--- config.mk ---
export PLATFORM = sky130hd
export DESIGN_NAME = tsr_top
export DESIGN_NICKNAME = d
export VERILOG_FILES = /design/src/logic/tsr_top.v
export VERILOG_INCLUDE_DIRS = /design/src /design/src/common
export SDC_FILE = /design/constraint.sdc
export NUM_CORES = 1
export LEC_CHECK = 0
export BUFFER_PORTS_ARGS = -buffer_cell sky130_fd_sc_hd__buf_2
export CAP_MARGIN = 40
export CORE_UTILIZATION = 45
export DETAILED_ROUTE_END_ITERATION = 12
export GPL_ROUTABILITY_DRIVEN = 0
export PLACE_DENSITY_LB_ADDON = 0.15
export SYNTH_ARGS = -nofsm -noshare
export SYNTH_HDL_FRONTEND = slang
export SYNTH_SLANG_ARGS = --single-unit
--- constraint.sdc ---
create_clock -name clk -period 3.4 [get_ports clk]
set_input_delay 0.51 -clock clk [delete_from_list [all_inputs] [get_ports clk]]
set_output_delay 0.51 -clock clk [all_outputs]
set_load 0.05 [all_outputs]
--- src/common/tsr_defs.vh ---
// Purpose : Constants of the temperature sensor serial readout block
// Assumes : Included by the design files by bare name
// Notes   : Definitions only
`ifndef TSR_DEFS_VH
`define TSR_DEFS_VH

// ************************************************************
// Register pointers carried in the command byte
// ************************************************************
`define TSR_PTR_CTRL      3'h1        // Control and status
`define TSR_PTR_HIGH      3'h2        // High limit
`define TSR_PTR_LOW       3'h3        // Low (hysteresis) limit
`define TSR_PTR_ID        3'h7        // Identification

// ************************************************************
// Command byte and control word field positions
// ************************************************************
`define TSR_CMD_RD        7           // Read (1) or write (0)
`define TSR_CTL_SHDN      15          // Shutdown
`define TSR_CTL_ONESHOT   14          // One-shot trigger, self clearing
`define TSR_CTL_ACLR      13          // Alarm clear, self clearing
`define TSR_CTL_RES_HI    5           // Resolution field, upper bit
`define TSR_CTL_RES_LO    4           // Resolution field, lower bit
`define TSR_CTL_READY     3           // Result ready flag, read only
`define TSR_CTL_ALARM     2           // Alarm state, read only

// ************************************************************
// Reset values and fixed words
// ************************************************************
`define TSR_RST_HIGH      16'h5000    // High limit after reset
`define TSR_RST_LOW       16'h4b00    // Low limit after reset
`define TSR_RST_RES       2'h0        // 13-bit resolution after reset
`define TSR_PENDING_WORD  16'h8000    // Temperature while one-shot pending
`define TSR_ID_WORD       16'h0a5a    // Identification, arbitrary value

// ************************************************************
// Link bit counts
// ************************************************************
`define TSR_WORD_BITS     5'd16       // Temperature and data word length
`define TSR_BYTE_BITS     5'd8        // Command byte and half word length

`endif

--- src/logic/tsr_top.v ---
// Purpose : Digital side of a temperature sensor with a three-wire link
// Assumes : Converter logic runs on clk; link pins are asynchronous
// Notes   : Host samples data on serial_clk rise, device shifts on fall
`include "tsr_defs.vh"
`timescale 1ns/100ps
`default_nettype none

module tsr_top (
    input  wire        clk,                 // 25 MHz system clock
    input  wire        rst_n,               // Asynchronous reset, active low
    input  wire        cs_n,                // Chip select pin, active low
    input  wire        serial_clk,          // Serial clock pin from host
    input  wire        sio_in,              // Data pin, input side
    output wire        sio_out,             // Data pin, output side
    output wire        sio_oe,              // Data pin drive enable
    output wire        over_limit_alarm_n,  // Over-temperature output, active low
    output wire        conv_start,          // One-cycle pulse starting a conversion
    output wire [1:0]  conv_res,            // Resolution for the converter
    input  wire        conv_done,           // One-cycle pulse, conversion finished
    input  wire [15:0] conv_data            // Raw result, valid with conv_done
);

    // ************************************************************
    // Local codes
    // ************************************************************
    localparam [1:0] P_IDLE = 2'h0;         // No transaction
    localparam [1:0] P_TEMP = 2'h1;         // Temperature word out
    localparam [1:0] P_CMD  = 2'h2;         // Command byte in
    localparam [1:0] P_DATA = 2'h3;         // Register data in or out
    localparam       C_IDLE = 1'b0;         // Converter idle
    localparam       C_BUSY = 1'b1;         // Conversion running

    // ************************************************************
    // Declarations
    // ************************************************************
    reg  [2:0]  cs_sync_q;                  // Chip select synchroniser and delay
    reg  [2:0]  sc_sync_q;                  // Serial clock synchroniser and delay
    reg  [1:0]  si_sync_q;                  // Data input synchroniser
    reg  [1:0]  phase_q;                    // Link phase
    reg  [4:0]  cnt_q;                      // Rising edges in current field
    reg  [15:0] sh_q;                       // Shift register
    reg         rd_q;                       // Current data field is a read
    reg  [2:0]  ptr_q;                      // Register pointer of the command
    reg         sio_out_q;                  // Data pin level
    reg         sio_oe_q;                   // Data pin enable
    reg         shdn_q;                     // Shutdown control
    reg  [1:0]  res_q;                      // Resolution control
    reg  [15:0] high_q;                     // High limit
    reg  [15:0] low_q;                      // Low limit
    reg         os_go_q;                    // One-shot request pulse
    reg         aclr_q;                     // Alarm clear pulse
    reg         cst_q;                      // Converter state
    reg         start_q;                    // Conversion start pulse
    reg         pend_q;                     // One-shot pending
    reg         ready_q;                    // Result ready flag
    reg  [15:0] temp_q;                     // Last completed result
    reg         alarm_q;                    // Alarm state, active high
    reg         alarm_n_q;                  // Alarm pin level
    reg  [15:0] temp_fmt;                   // Result masked to resolution
    reg  [15:0] rd_word;                    // Word for a register read
    wire [15:0] temp_view;                  // Temperature as seen by reads
    wire        cs_hi;                      // Synchronised chip select high
    wire        cs_fall;                    // Chip select fell
    wire        sc_rise;                    // Serial clock rose
    wire        sc_fall;                    // Serial clock fell
    wire        si;                         // Synchronised data input
    wire [4:0]  cnt_n;                      // Count after this rising edge
    wire [7:0]  byte_in;                    // Byte completed at this rising edge
    wire        wr_now;                     // Write field takes a bit now
    wire [15:0] ctrl_word;                  // Control and status readback

    // ************************************************************
    // Pin synchronisers
    // ************************************************************
    // Two flops per pin, third stage only for edge detection
    always @(posedge clk or negedge rst_n) begin
        if (!rst_n) begin
            cs_sync_q <= 3'h7;
            sc_sync_q <= 3'h0;
            si_sync_q <= 2'h0;
        end else begin
            cs_sync_q <= {cs_sync_q[1:0], cs_n};
            sc_sync_q <= {sc_sync_q[1:0], serial_clk};
            si_sync_q <= {si_sync_q[0], sio_in};
        end
    end

    assign cs_hi   = cs_sync_q[1];
    assign cs_fall = cs_sync_q[2] & ~cs_sync_q[1];
    assign sc_rise = sc_sync_q[1] & ~sc_sync_q[2];
    assign sc_fall = sc_sync_q[2] & ~sc_sync_q[1];
    assign si      = si_sync_q[1];
    assign cnt_n   = cnt_q + 5'd1;
    assign byte_in = {sh_q[6:0], si};
    assign wr_now  = (phase_q == P_DATA) && !rd_q;

    // ************************************************************
    // Read views
    // ************************************************************
    assign temp_view = pend_q ? `TSR_PENDING_WORD : temp_q;

    assign ctrl_word = {shdn_q, 9'h000, res_q, ready_q, alarm_q, 2'h0};

    // Register read mux, fed from the command byte still in the shift
    // register so the word is ready at the edge that takes the command;
    // unused bits or pointers read zero
    always @* begin
        rd_word = 16'h0000;
        case (sh_q[2:0])
            `TSR_PTR_CTRL: rd_word = ctrl_word;
            `TSR_PTR_HIGH: rd_word = high_q;
            `TSR_PTR_LOW:  rd_word = low_q;
            `TSR_PTR_ID:   rd_word = `TSR_ID_WORD;
            default:       rd_word = 16'h0000;
        endcase
        if (|sh_q[6:3]) begin
            rd_word = 16'h0000;
        end
    end

    // Mask low bits so the result sits left aligned
    always @* begin
        temp_fmt = conv_data;
        case (res_q)
            2'h0:    temp_fmt = {conv_data[15:3], 3'h0};
            2'h1:    temp_fmt = {conv_data[15:2], 2'h0};
            2'h2:    temp_fmt = {conv_data[15:1], 1'b0};
            default: temp_fmt = conv_data;
        endcase
    end

    // ************************************************************
    // Serial link and writable registers
    // ************************************************************
    // Device changes data on serial clock fall, samples on rise
    always @(posedge clk or negedge rst_n) begin
        if (!rst_n) begin
            phase_q   <= P_IDLE;
            cnt_q     <= 5'd0;
            sh_q      <= 16'h0000;
            rd_q      <= 1'b0;
            ptr_q     <= 3'h0;
            sio_out_q <= 1'b0;
            sio_oe_q  <= 1'b0;
            shdn_q    <= 1'b0;
            res_q     <= `TSR_RST_RES;
            high_q    <= `TSR_RST_HIGH;
            low_q     <= `TSR_RST_LOW;
            os_go_q   <= 1'b0;
            aclr_q    <= 1'b0;
        end else begin
            os_go_q <= 1'b0;
            aclr_q  <= 1'b0;
            if (cs_hi) begin
                // Select high ends any field; partial bytes are lost
                phase_q  <= P_IDLE;
                sio_oe_q <= 1'b0;
            end else if (cs_fall) begin
                // Load the last completed result, or the pending word during a one-shot, first bit out at once
                phase_q   <= P_TEMP;
                cnt_q     <= 5'd0;
                sh_q      <= temp_view;
                sio_out_q <= temp_view[15];
                sio_oe_q  <= 1'b1;
            end else if (sc_rise && phase_q != P_IDLE) begin
                cnt_q <= cnt_n;
                if (phase_q == P_CMD || wr_now) begin
                    sh_q <= {sh_q[14:0], si};
                end
                // Upper byte latched after its eighth bit
                if (wr_now && cnt_n == `TSR_BYTE_BITS) begin
                    case (ptr_q)
                        `TSR_PTR_CTRL: begin
                            shdn_q  <= byte_in[`TSR_CTL_SHDN - 8];
                            os_go_q <= byte_in[`TSR_CTL_ONESHOT - 8];
                            aclr_q  <= byte_in[`TSR_CTL_ACLR - 8];
                        end
                        `TSR_PTR_HIGH: high_q[15:8] <= byte_in;
                        `TSR_PTR_LOW:  low_q[15:8]  <= byte_in;
                        default:       ;
                    endcase
                end
                // Lower byte completes the word; next command may follow
                if (wr_now && cnt_n == `TSR_WORD_BITS) begin
                    case (ptr_q)
                        `TSR_PTR_CTRL: res_q       <= byte_in[`TSR_CTL_RES_HI:`TSR_CTL_RES_LO];
                        `TSR_PTR_HIGH: high_q[7:0] <= byte_in;
                        `TSR_PTR_LOW:  low_q[7:0]  <= byte_in;
                        default:       ;
                    endcase
                    phase_q <= P_CMD;
                    cnt_q   <= 5'd0;
                end
            end else if (sc_fall) begin
                case (phase_q)
                    P_TEMP: begin
                        if (cnt_q == `TSR_WORD_BITS) begin
                            // Turn the data line around for the command
                            phase_q  <= P_CMD;
                            cnt_q    <= 5'd0;
                            sio_oe_q <= 1'b0;
                        end else begin
                            sh_q      <= {sh_q[14:0], 1'b0};
                            sio_out_q <= sh_q[14];
                        end
                    end
                    P_CMD: begin
                        if (cnt_q == `TSR_BYTE_BITS) begin
                            // Command taken on the eighth falling edge
                            rd_q    <= sh_q[`TSR_CMD_RD];
                            // Illegal command points nowhere, so writes drop
                            ptr_q   <= (|sh_q[6:3]) ? 3'h0 : sh_q[2:0];
                            phase_q <= P_DATA;
                            cnt_q   <= 5'd0;
                            if (sh_q[`TSR_CMD_RD]) begin
                                sh_q      <= rd_word;
                                sio_out_q <= rd_word[15];
                                sio_oe_q  <= 1'b1;
                            end
                        end
                    end
                    P_DATA: begin
                        if (rd_q && cnt_q == `TSR_WORD_BITS) begin
                            phase_q  <= P_CMD;
                            cnt_q    <= 5'd0;
                            sio_oe_q <= 1'b0;
                        end else if (rd_q) begin
                            sh_q      <= {sh_q[14:0], 1'b0};
                            sio_out_q <= sh_q[14];
                        end
                    end
                    default: ;
                endcase
            end
        end
    end

    // ************************************************************
    // Conversion control, result and alarm comparator
    // ************************************************************
    // Continuous while out of shutdown, one conversion per one-shot
    always @(posedge clk or negedge rst_n) begin
        if (!rst_n) begin
            cst_q     <= C_IDLE;
            start_q   <= 1'b0;
            pend_q    <= 1'b0;
            ready_q   <= 1'b0;
            temp_q    <= 16'h0000;
            alarm_q   <= 1'b0;
            alarm_n_q <= 1'b1;
        end else begin
            start_q <= 1'b0;
            case (cst_q)
                C_IDLE: begin
                    if (!shdn_q || os_go_q) begin
                        // Only temperature and flag change when pending
                        start_q <= 1'b1;
                        cst_q   <= C_BUSY;
                        if (shdn_q) begin
                            pend_q  <= 1'b1;
                            ready_q <= 1'b0;
                        end
                    end
                end
                C_BUSY: begin
                    if (conv_done) begin
                        temp_q  <= temp_fmt;
                        ready_q <= 1'b1;
                        pend_q  <= 1'b0;
                        cst_q   <= C_IDLE;
                    end
                end
                default: cst_q <= C_IDLE;
            endcase
            // Comparator runs only on completion; set beats clear
            if (cst_q == C_BUSY && conv_done &&
                $signed(temp_fmt) > $signed(high_q)) begin
                alarm_q   <= 1'b1;
                alarm_n_q <= 1'b0;
            end else if (aclr_q) begin
                alarm_q   <= 1'b0;
                alarm_n_q <= 1'b1;
            end else if (cst_q == C_BUSY && conv_done &&
                         $signed(temp_fmt) < $signed(low_q)) begin
                alarm_q   <= 1'b0;
                alarm_n_q <= 1'b1;
            end
            // Shutdown and one-shot leave the alarm alone
        end
    end

    // ************************************************************
    // Outputs
    // ************************************************************
    assign sio_out            = sio_out_q;
    assign sio_oe             = sio_oe_q;
    assign over_limit_alarm_n = alarm_n_q;
    assign conv_start         = start_q;
    assign conv_res           = res_q;

endmodule

`default_nettype wire

### After elaboration in Yosys (flattened, before gate mapping)

Cells that the tools add are included.

* input port bits: 22
* memory bits (read-only): 0
* word-level logic and storage cells: 197
* latch bits: 0
* memories kept: 0
* bits in writable memories: 0
* flip-flop bits (word level): 95

* shift operators: 0
* mux-type cells: 78
* $lt $le $gt $ge: 2
* bitwise gates (word level): 9
* multipliers: 0
* div/mod/pow operators: 0
* equal/unequal tests: 42
* add/subtract/negate cells: 1
* reductions and logical operators: 39

Operator list (count)
* 15-bit two-way mux: 9
* 16-bit one-hot mux with 4 select lines: 1
* 15-bit one-hot mux with 3 select lines: 1
* 1-bit two-way mux: 41
* 5-bit two-way mux: 7
* 16-bit two-way mux: 2
* 5-bit AND reduction: 6
* 4-bit inequality test (second input constant): 6
* 4-bit by 3-bit inequality test with 1-bit output (second input constant): 5
* 6-bit AND reduction: 3
* 9-bit AND reduction: 2
* 16-bit > comparator: 1
* 16-bit < comparator: 1
* 2-bit two-way mux: 8
* 3-bit inequality test (second input constant): 5
* 5-bit one-hot mux with 3 select lines: 1
* 3-bit by 2-bit == test with 1-bit output (second input constant): 4
* 5-bit by 4-bit == test with 1-bit output (second input constant): 2
* 5-bit == test (second input constant): 2
* 5-bit nonzero test: 2
* 3-bit one-hot mux with 3 select lines: 1
* 3-bit nonzero test: 3
* 1-bit logical AND: 8
* 2-bit inequality test (second input constant): 4
* other kinds (27): 46

### Depth between registers and ports, before layout

Gate-level depths: netlist of the first run.

* word-level depth: 9
* depth in mapped cells: 10
* depth with buffers taken out: 8

### Worst setup path after synthesis of the first run

Ideal clock, no wire load.

* kind: reg2reg
* from: reg res_q[1] (netlist: conv_res[1])
* to: reg alarm_n_q (netlist: over_limit_alarm_n)
* path slack: 1102 ps
* data required time: 3314 ps
* arrival time: 2211 ps
* stages on the path, launching flop included: 8
* cells stage by stage: dfrtp_1 and2_1 ha_1 a21oi_1 o21ai_0 a2111oi_0 mux2_2 o41a_1

* longest elaborated chain between the ends: 5
* elaborated cells between the ends (all ways): 10
* classes of those cells: order compare (2); eq/ne (2); mux (2); reduce/logical (4)

Ends and longest elaborated chain
* from (decl): RTL line tsr_top.v:47 `reg [1:0] res_q;`
* from (signal assigned): RTL line tsr_top.v:146 `` res_q <= `TSR_RST_RES; ``
* from (signal assigned): RTL line tsr_top.v:186 `` `TSR_PTR_CTRL: res_q <= byte_in[`TSR_CTL_RES_HI:`TSR_CTL_RES_LO]; ``
* 2-bit == test (tied with other cells): RTL line tsr_top.v:124 `case (res_q)`
* 3-bit one-hot mux with 3 select lines *: RTL line tsr_top.v:124
* via temp_fmt[1]: RTL line tsr_top.v:59 `reg [15:0] temp_fmt;`
* 16-bit > comparator or 16-bit < comparator (tied branches): RTL line tsr_top.v:277, tsr_top.v:284
* 1-bit logical AND, on equally long branches: RTL line tsr_top.v:276, tsr_top.v:283
* 3-bit nonzero test (no line) or 1-bit two-way mux (tied branches)
* to (signal assigned): RTL line tsr_top.v:279 `alarm_n_q <= 1'b0;`
* to (signal assigned): RTL line tsr_top.v:282 `alarm_n_q <= 1'b1;`
* to (signal assigned): RTL line tsr_top.v:286 `alarm_n_q <= 1'b1;`
* to (decl): RTL line tsr_top.v:58 `reg alarm_n_q;`

Mark *: on every way through the listed nets, which the timed path passes. The rest lies on a longest branch.
A chain may end at the register's enable or synchronous reset.

### Final worst setup path of the first run

* from: reg phase_q[0]
* to: reg low_q[0]

* longest elaborated chain between the ends: 4
* elaborated cells between the ends (all ways): 6
* classes of those cells: eq/ne (1); reduce/logical (5)

Ends and longest elaborated chain
* from (decl): RTL line tsr_top.v:39 `reg [1:0] phase_q;`
* from (signal assigned): RTL line tsr_top.v:138 `phase_q <= P_IDLE;`
* from (signal assigned): RTL line tsr_top.v:156 `phase_q <= P_IDLE;`
* from (signal assigned): RTL line tsr_top.v:160 `phase_q <= P_TEMP;`
* 2-bit == test: RTL line tsr_top.v:95 `assign wr_now = (phase_q == P_DATA) && !rd_q;`
* 1-bit logical AND: RTL line tsr_top.v:95
* 1-bit logical AND (no line)
* 5-bit AND reduction (no line) *
* to (signal assigned): RTL line tsr_top.v:148 `` low_q <= `TSR_RST_LOW; ``
* to (signal assigned): RTL line tsr_top.v:188 `` `TSR_PTR_LOW: low_q[7:0] <= byte_in; ``
* to (decl): RTL line tsr_top.v:49 `reg [15:0] low_q;`

Every way passes the cells marked *; elsewhere a longest branch is shown, timed or not.

==> reports/metrics.cfg, run 1 <==
[sta]
fin_crit_sh_pct=76.24
tns_ns=0
slew_viol_final=0
layout_setup_ws_ns=0.8078
post-route-min-period_ns=2.592
clock.fmax_mhz=385.8
setup_viol=0
slew_headroom_pct=50.40
rsz0062_at_grt=no
worst_slew_pin_slew_ns=0.7413
finClkSkew_ns=0.009492
hold_viol=0

[global_routing]
antenna_found_initial=0
grt_pass1_vias=4111
grt-ovfl-total=0
track_usage_pct=23.20
grt_max_degree=46
use_met3_pct=3.663
grt_use_met2_pct=37.81
grt_pass1_wl_mm=21.91
top_usage_layer=met2
grt_use_met1_pct=31.13

[yosys]
synth.top_cell.area_share_pct=39.91
yosys-top-cells-count=dfrtp_1 (85), nand2_1 (66), o21ai_0 (50)
yosysMostFrequentCell=dfrtp_1
synth_area_per_cell_sq_um=9.926
synth_seq_cells=95
synth-main-ff-cell=dfrtp_1
synthCells=537
synth.area.top_cells=dfrtp_1 (40%), ha_1 (8.9%), mux2_2 (7.8%)
yosys.area.top_type=dfrtp_1
async_flop_share_pct=100.0
synth_edf_count=0
synth.distinct_cells=66
yosysSeqAreaShare_pct=44.84
synth_fp_nets=597
synth_area_sq_um=5330
yosysWarningCount=0

[setup_path]
crit_path_cell_trace=inv_1 > ha_1 > nor3b_4 > nand4_2 > nor3_4 > and4_1 > mux2_2
cp_max_fo=15
endpoint_kind=flip-flop
critical_path_class=flip-flop to flip-flop
crit_slowest_cell=and4_1
crit_required_ns=3.64
slowest_delay_ns=0.58
setup.worst_path.start_class=flip-flop
arrival_ns=2.83

[cts]
cts-buffers-inserted=9
cts_root_buf=clkbuf_16
ctsHtreeMaxLevel=3
ctsResizeCount=0
clk_path_buf_depth=2
cts_tree=yes
cts_setup_buffers=0
clk_latency_ns=0.35
ctsHoldBuffers=0
clk_pin_slew_ns=0.06
cts_sinks=95

[drt]
route.detailed.drc=0
routed_wl_mm=13.25
viasPerCell=5.772
routedWlPerCell_microns=18.80
num_vias=4069
drt.antenna.violating_nets=0
first_iter_violations=320
drtPass1Iterations=5

[min_path]
hold_class=primary input to asynchronous set/reset pin

[finish]
fillCellCount=1012
synthToLayoutAreaGrowth_pct=10.61
multi_input_area_sq_um=2655
regArea_sq_um=2390
drive_above_1_share_pct=19.93
nNetsFinal=617
antenna-diode-count=0

[power_and_ir_drop]
power_density_nw_per_um2=457.4
power.leakage_nw=2.562
vdd_ir_drop_max_v=0.0002417

[floorplanning]
core_area_sq_um=11470
die_area_sq_um=12280
chipHeight_microns=110.8
start_util_pct=46.48
dieWidth_microns=110.8
ioPinCount=28
rows=39

[place]
port-buffer-count=27
dp.final_hpwl_mm=9.835
pre_cts_ws_ns=0.8156

[run_status]
status=complete, no violations

[job]
drv_cap=0

path summary, 6_finish.rpt:
path                            slack (ns)         start  cells past startpoint            to
worst min register to register        0.35  si_sync_q[0]                      0  si_sync_q[1]
worst min-delay path                  0.17         rst_n                      1    phase_q[1]
min in group clk                      0.26          cs_n                      1  cs_sync_q[0]
worst max-delay path                  0.81    phase_q[0]                      7      low_q[0]
max in group asynchronous             2.40         rst_n                      2       sh_q[2]
worst max register to register        0.81    phase_q[0]                      7      low_q[0]
metal layers:
metal,vias to the layer above,share of wire (%)
li1,1956,-
met1,2001,47
met2,90,47
met3,22,3.6
met4,0,2.1
met5,-,0
cells by family (layout without fill, tap and decap cells):
| kind of cell | Yosys count | in the layout | synth area share [%] |
|---|---|---|---|
| buffers and inverters | 69 | 94 | 5.352 |
| flip-flops | 95 | 95 | 44.84 |
| adder cells (fa/ha/maj) | 39 | 39 | 9.108 |
| AO/OA/AOI/OAI | 140 | 140 | 16.62 |
| AND/OR/NAND/NOR | 150 | 150 | 15.00 |
| XOR/XNOR | 2 | 2 | 0.3287 |
| multiplexers | 42 | 42 | 8.756 |
power by group:
group          switching [mW]  internal, mW  total (mW)
Clock                   0.427         0.663        1.09
Sequential             0.0924          1.21        1.31
Combinational           0.173         0.129       0.302
critical path: cells and delay by family, from the launching register on:
family | cells | cell delay, ns
buf+inv | 1 | 0.10
flops | 1 | 0.39
simple gates | 4 | 1.35
fa+ha+maj | 1 | 0.24
mux | 1 | 0.39
cell type report:
class | instances | area share [%]
multi-input cells | 373 | 45.03
flip-flops and latches | 95 | 40.53
clock buffers | 12 | 4.181
repair buffers | 34 | 3.226
well taps | 143 | 3.035
inverters | 44 | 2.801
clock inverters | 4 | 1.188
layout by cell type (no fill, tap or decap), types with 4 or more instances in the layout:
master | Yosys | final
a21oi_1 | 23 | 23
a222oi_1 | 9 | 9
a22oi_1 | 6 | 6
and2_1 | 5 | 5
and3_1 | 5 | 5
buf_2 | 9 | 26
buf_4 | 4 | 8
clkbuf_16 | 0 | 9
dfrtp_1 | 85 | 85
dfstp_2 | 10 | 10
ha_1 | 38 | 38
inv_1 | 43 | 43
mux2_2 | 37 | 37
mux2i_1 | 5 | 5
nand2_1 | 66 | 66
nand2b_1 | 4 | 4
nand3_1 | 6 | 6
nand4_1 | 4 | 4
nor2_1 | 19 | 19
nor2b_1 | 7 | 7
nor3_1 | 6 | 6
nor4_1 | 4 | 4
o21a_1 | 4 | 4
o21ai_0 | 50 | 50
o21ai_1 | 11 | 11
o22ai_1 | 5 | 5
sequential cells by signal, indices dropped and copies added, names as in the netlist, 2 cells and up:
name and cells:
si_sync_q 2, sh_q 15, temp_q 16, ptr_q 3, cnt_q 5, low_q 16, sc_sync_q 3, phase_q 2
cs_sync_q 3, high_q 16, conv_res 2
through the flow:
stage                     hold slack (ns)  utilization (%)  power [mW]  instances  instance area (sq um)
after floorplan                    0.2144                -       1.496        537                   5330
after global placement             0.3319            48.65       1.620        689                   5579
after detailed placement           0.3356            48.65       1.625        689                   5579
after CTS                          0.1866            51.41       2.720        705                   5896
after global routing               0.2198            51.41       2.797        705                   5896
final                              0.1736            51.41       2.697        705                   5896
No activity file was read; power rests on OpenSTA's default activity.
==> run 2, diff against run 1 <==
--- a/config.mk
+++ b/config.mk
@@ -6,6 +6,7 @@
 export SDC_FILE = /design/constraint.sdc
 export NUM_CORES = 1
 export LEC_CHECK = 0
+export ABC_AREA = 1
 export BUFFER_PORTS_ARGS = -buffer_cell sky130_fd_sc_hd__buf_2
 export CAP_MARGIN = 40
 export CORE_UTILIZATION = 45
==> constraint.sdc (replaced) <==
create_clock -name clk -period 2.6 [get_ports clk]
set_input_delay 0.39 -clock clk [delete_from_list [all_inputs] [get_ports clk]]
set_output_delay 0.39 -clock clk [all_outputs]
set_load 0.05 [all_outputs]
==> reports/metrics.cfg, run 2 <==
[run_status]
status=finished, violations left
violations=DRC

[cts]
ctsResizeCount=0  ; unchanged
cts_setup_buffers=0  ; unchanged
cts_tree=yes
cts_root_buf=clkbuf_16
clk_path_buf_depth=2  ; unchanged
clk_latency_ns=0.35  ; about the same
cts_sinks=95  ; unchanged
ctsHtreeMaxLevel=3  ; unchanged
cts-buffers-inserted=9  ; unchanged
clk_pin_slew_ns=0.07  ; about the same
ctsHoldBuffers=0  ; unchanged

[setup_path]
cp_max_fo=28  ; +13
crit_path_cell_trace=inv_1 > ha_1 > nand3b_2 > inv_1 > nand2_1 > nor3_1 > nor2_1 > a21boi_4 > buf_4 > o21ai_0 > o21ai_0
slowest_delay_ns=0.43  ; -0.15 ns
crit_required_ns=2.82  ; -0.82 ns
reg2reg_depth=11  ; +4
crit_end=sh_q[4]
setup.worst_path.start_class=flip-flop
endpoint_kind=flip-flop
critical_path_class=flip-flop to flip-flop
crit_start=phase_q[0]
r2r-start=phase_q[0]
reg2reg_to=sh_q[4]
arrival_ns=2.48  ; -0.35 ns
crit_slowest_cell=dfrtp_1
regToRegSetupSlack_ns=0.34  ; -0.47 ns

[global_routing]
grt-ovfl-total=0  ; unchanged
grt_max_degree=51  ; +11%
track_usage_pct=23.21  ; about the same
grt_pass1_wl_mm=22.22  ; +1.4%
antenna_found_initial=0  ; unchanged
grt_pass1_vias=4333  ; +5.4%

[drt]
first_iter_violations=214  ; -33%
drtPass1Iterations=8  ; +3
viasPerCell=5.357  ; -7.2%
drt.antenna.violating_nets=0  ; unchanged
routedWlPerCell_microns=16.13  ; -14%
routed_wl_mm=13.35  ; +0.75%
route.detailed.drc=2  ; +2
num_vias=4436  ; +9.0%

[min_path]
hold_class=primary input to asynchronous set/reset pin

[finish]
fillCellCount=1108  ; +9.5%
nNetsFinal=740  ; +20%
synthToLayoutAreaGrowth_pct=10.52  ; about the same
top_regs=high_q: 16 flops, low_q: 16 flops, temp_q: 16 flops
final_cells=828  ; +17%
final_common_cell=nand2_1
antenna-diode-count=0  ; unchanged
drive_above_1_share_pct=12.99  ; -6.9 points
mostFrequentLayoutCells=nand2_1 (159), inv_1 (105), dfrtp_1 (85), o21ai_0 (44), ha_1 (38)
final_area_sq_um=5968  ; +1.2%

[place]
dpl.cell_count=812  ; +18%
pre_cts_ws_ns=0.3306  ; -0.4850 ns
port-buffer-count=27  ; unchanged
placed_area_sq_um=5658  ; +1.4%
dp.final_hpwl_mm=9.823  ; -0.13%

[sta]
layout_setup_ws_ns=0.3375  ; -0.4704 ns
finClkSkew_ns=0.007890  ; -0.001602 ns
hold_viol=0  ; unchanged
worst_slew_pin_slew_ns=0.6365  ; -0.1049 ns
whs_ns=0.04402  ; -0.1296 ns
slew_viol_final=0  ; unchanged
fin_crit_sh_pct=87.02  ; +11 points
clock.fmax_mhz=442.0  ; +15%
tns_ns=0  ; unchanged
setup_viol=0  ; unchanged
post-route-min-period_ns=2.263  ; -0.3296 ns
rsz0062_at_grt=no
slew_headroom_pct=57.52  ; +7.1 points

[yosys]
async_flop_share_pct=100.0  ; unchanged
synth_edf_count=0  ; unchanged
yosys.area.top_type=dfrtp_1
synth_fp_nets=712  ; +19%
synth.distinct_cells=43  ; -35%
synth.area.top_cells=dfrtp_1 (39%), nand2_1 (11%), ha_1 (8.8%)
synth.top_cell.area_share_pct=39.39  ; -0.52 points
synthCells=652  ; +21%
synth_area_per_cell_sq_um=8.282  ; -17%
synth-main-ff-cell=dfrtp_1
synth_area_sq_um=5400  ; +1.3%
yosys-top-cells-count=nand2_1 (159), inv_1 (105), dfrtp_1 (85)
yosysMostFrequentCell=nand2_1
synth_seq_cells=95  ; unchanged
yosysWarningCount=0  ; unchanged
yosysSeqAreaShare_pct=44.25  ; -0.58 points

[floorplanning]
chipHeight_microns=111.5  ; +0.64%
core_area_sq_um=11560  ; +0.85%
die_area_sq_um=12440  ; +1.3%
start_util_pct=46.69  ; +0.21 points
dieWidth_microns=111.5  ; +0.64%
rows=39  ; unchanged
ioPinCount=28  ; unchanged

[power_and_ir_drop]
p_sw_mw=1.274  ; +84%
power.leakage_nw=3.004  ; +17%
p_int_mw=2.777  ; +39%
comb_power_share_pct=19.2  ; +8.0 points
p_sw_share_pct=31.46  ; +5.8 points
p_seq_share_pct=46.4  ; -2.0 points
vdd_ir_drop_max_v=0.0003871  ; +60%
p_clk_share_pct=34.4  ; -6.0 points
power_density_nw_per_um2=678.8  ; +48%

[job]
drv_cap=0  ; unchanged

run 2: cell types whose count changed in the layout (fill, tap and decap cells not counted), moves of 9 or more:
cell	before	now
o21ai_1	11	26
inv_1	43	105
a222oi_1	9	0
nand3_1	6	27
o221ai_1	0	10
nor2_1	19	35
nand2_1	66	159
mux2_2	37	0
run 2: worst min-delay path by stage:
stage / start / end / slack [ns] / cells past startpoint
6_report: rst_n / temp_q[12] / 0.04 / 1
3_5_place_dp: si_sync_q[0] / si_sync_q[1] / 0.34 / 0
4_1_cts: rst_n / temp_q[12] / 0.08 / 1
2_1_floorplan: rst_n / aclr_q / 0.09 / 0
5_1_grt: rst_n / temp_q[12] / 0.09 / 1
3_3_place_gp: si_sync_q[0] / si_sync_q[1] / 0.33 / 0
run 2: kinds of logic (layout without fill, tap and decap cells):
| logic type | Yosys count | count (layout) | synth area share, % |
|---|---|---|---|
| AO/OA/AOI/OAI | 135 | 135 | 15.45 |
| XOR/XNOR | 3 | 3 | 0.4867 |
| adder cells (fa/ha/maj) | 38 | 38 | 8.805 |
| buffers and inverters | 125 | 158 | 9.708 |
| flip-flops | 95 | 95 | 44.25 |
| multiplexers | 3 | 3 | 0.5561 |
| AND/OR/NAND/NOR | 253 | 253 | 20.74 |
run 2: layer usage:
metal | vias up | wire [microns] | global-route usage, %
met2 | 97 | 6081 | 36.54
met1 | 2120 | 6209 | 31.37
met5 | - | 0 | 0
li1 | 2195 | - | -
met3 | 24 | 727 | 4.409
met4 | 0 | 334 | 9.910
run 2: cell type report:
cell class	count	area [sq um]	share of cell area, %
Multi-Input combinational cell	432	2486	41.66
Tap cell	143	178.9	2.998
Clock buffer	13	270.3	4.528
Timing Repair Buffer	32	187.7	3.145
Inverter	110	415.4	6.960
Clock inverter	3	40.04	0.6709
Sequential cell	95	2390	40.04
run 2: worst max-delay path: cells and delay by family, from the launching register on:
family | cells | cell delay [ns]
adder cells (fa/ha/maj) | 1 | 0.20
buffers and inverters | 3 | 0.47
AO/OA/AOI/OAI | 3 | 0.34
AND/OR/NAND/NOR | 4 | 0.67
flip-flops | 1 | 0.43
run 2: through the flow:
stage          power [mW]  utilization (%)
2_1_floorplan       2.381                -
4_1_cts             4.071            51.61
3_3_place_gp        2.654            48.92
5_1_grt             4.262            51.61
3_5_place_dp        2.682            48.92
6_report            4.051            51.61
run 2: power by group through the flow:
stage	logic, mW	clock network (mW)	registers (mW)
after detailed placement	0.783	0	1.90
final	0.777	1.39	1.88
after global routing	0.888	1.47	1.90
after global placement	0.764	0	1.89
after CTS	0.784	1.41	1.88
after floorplan	0.478	0	1.90
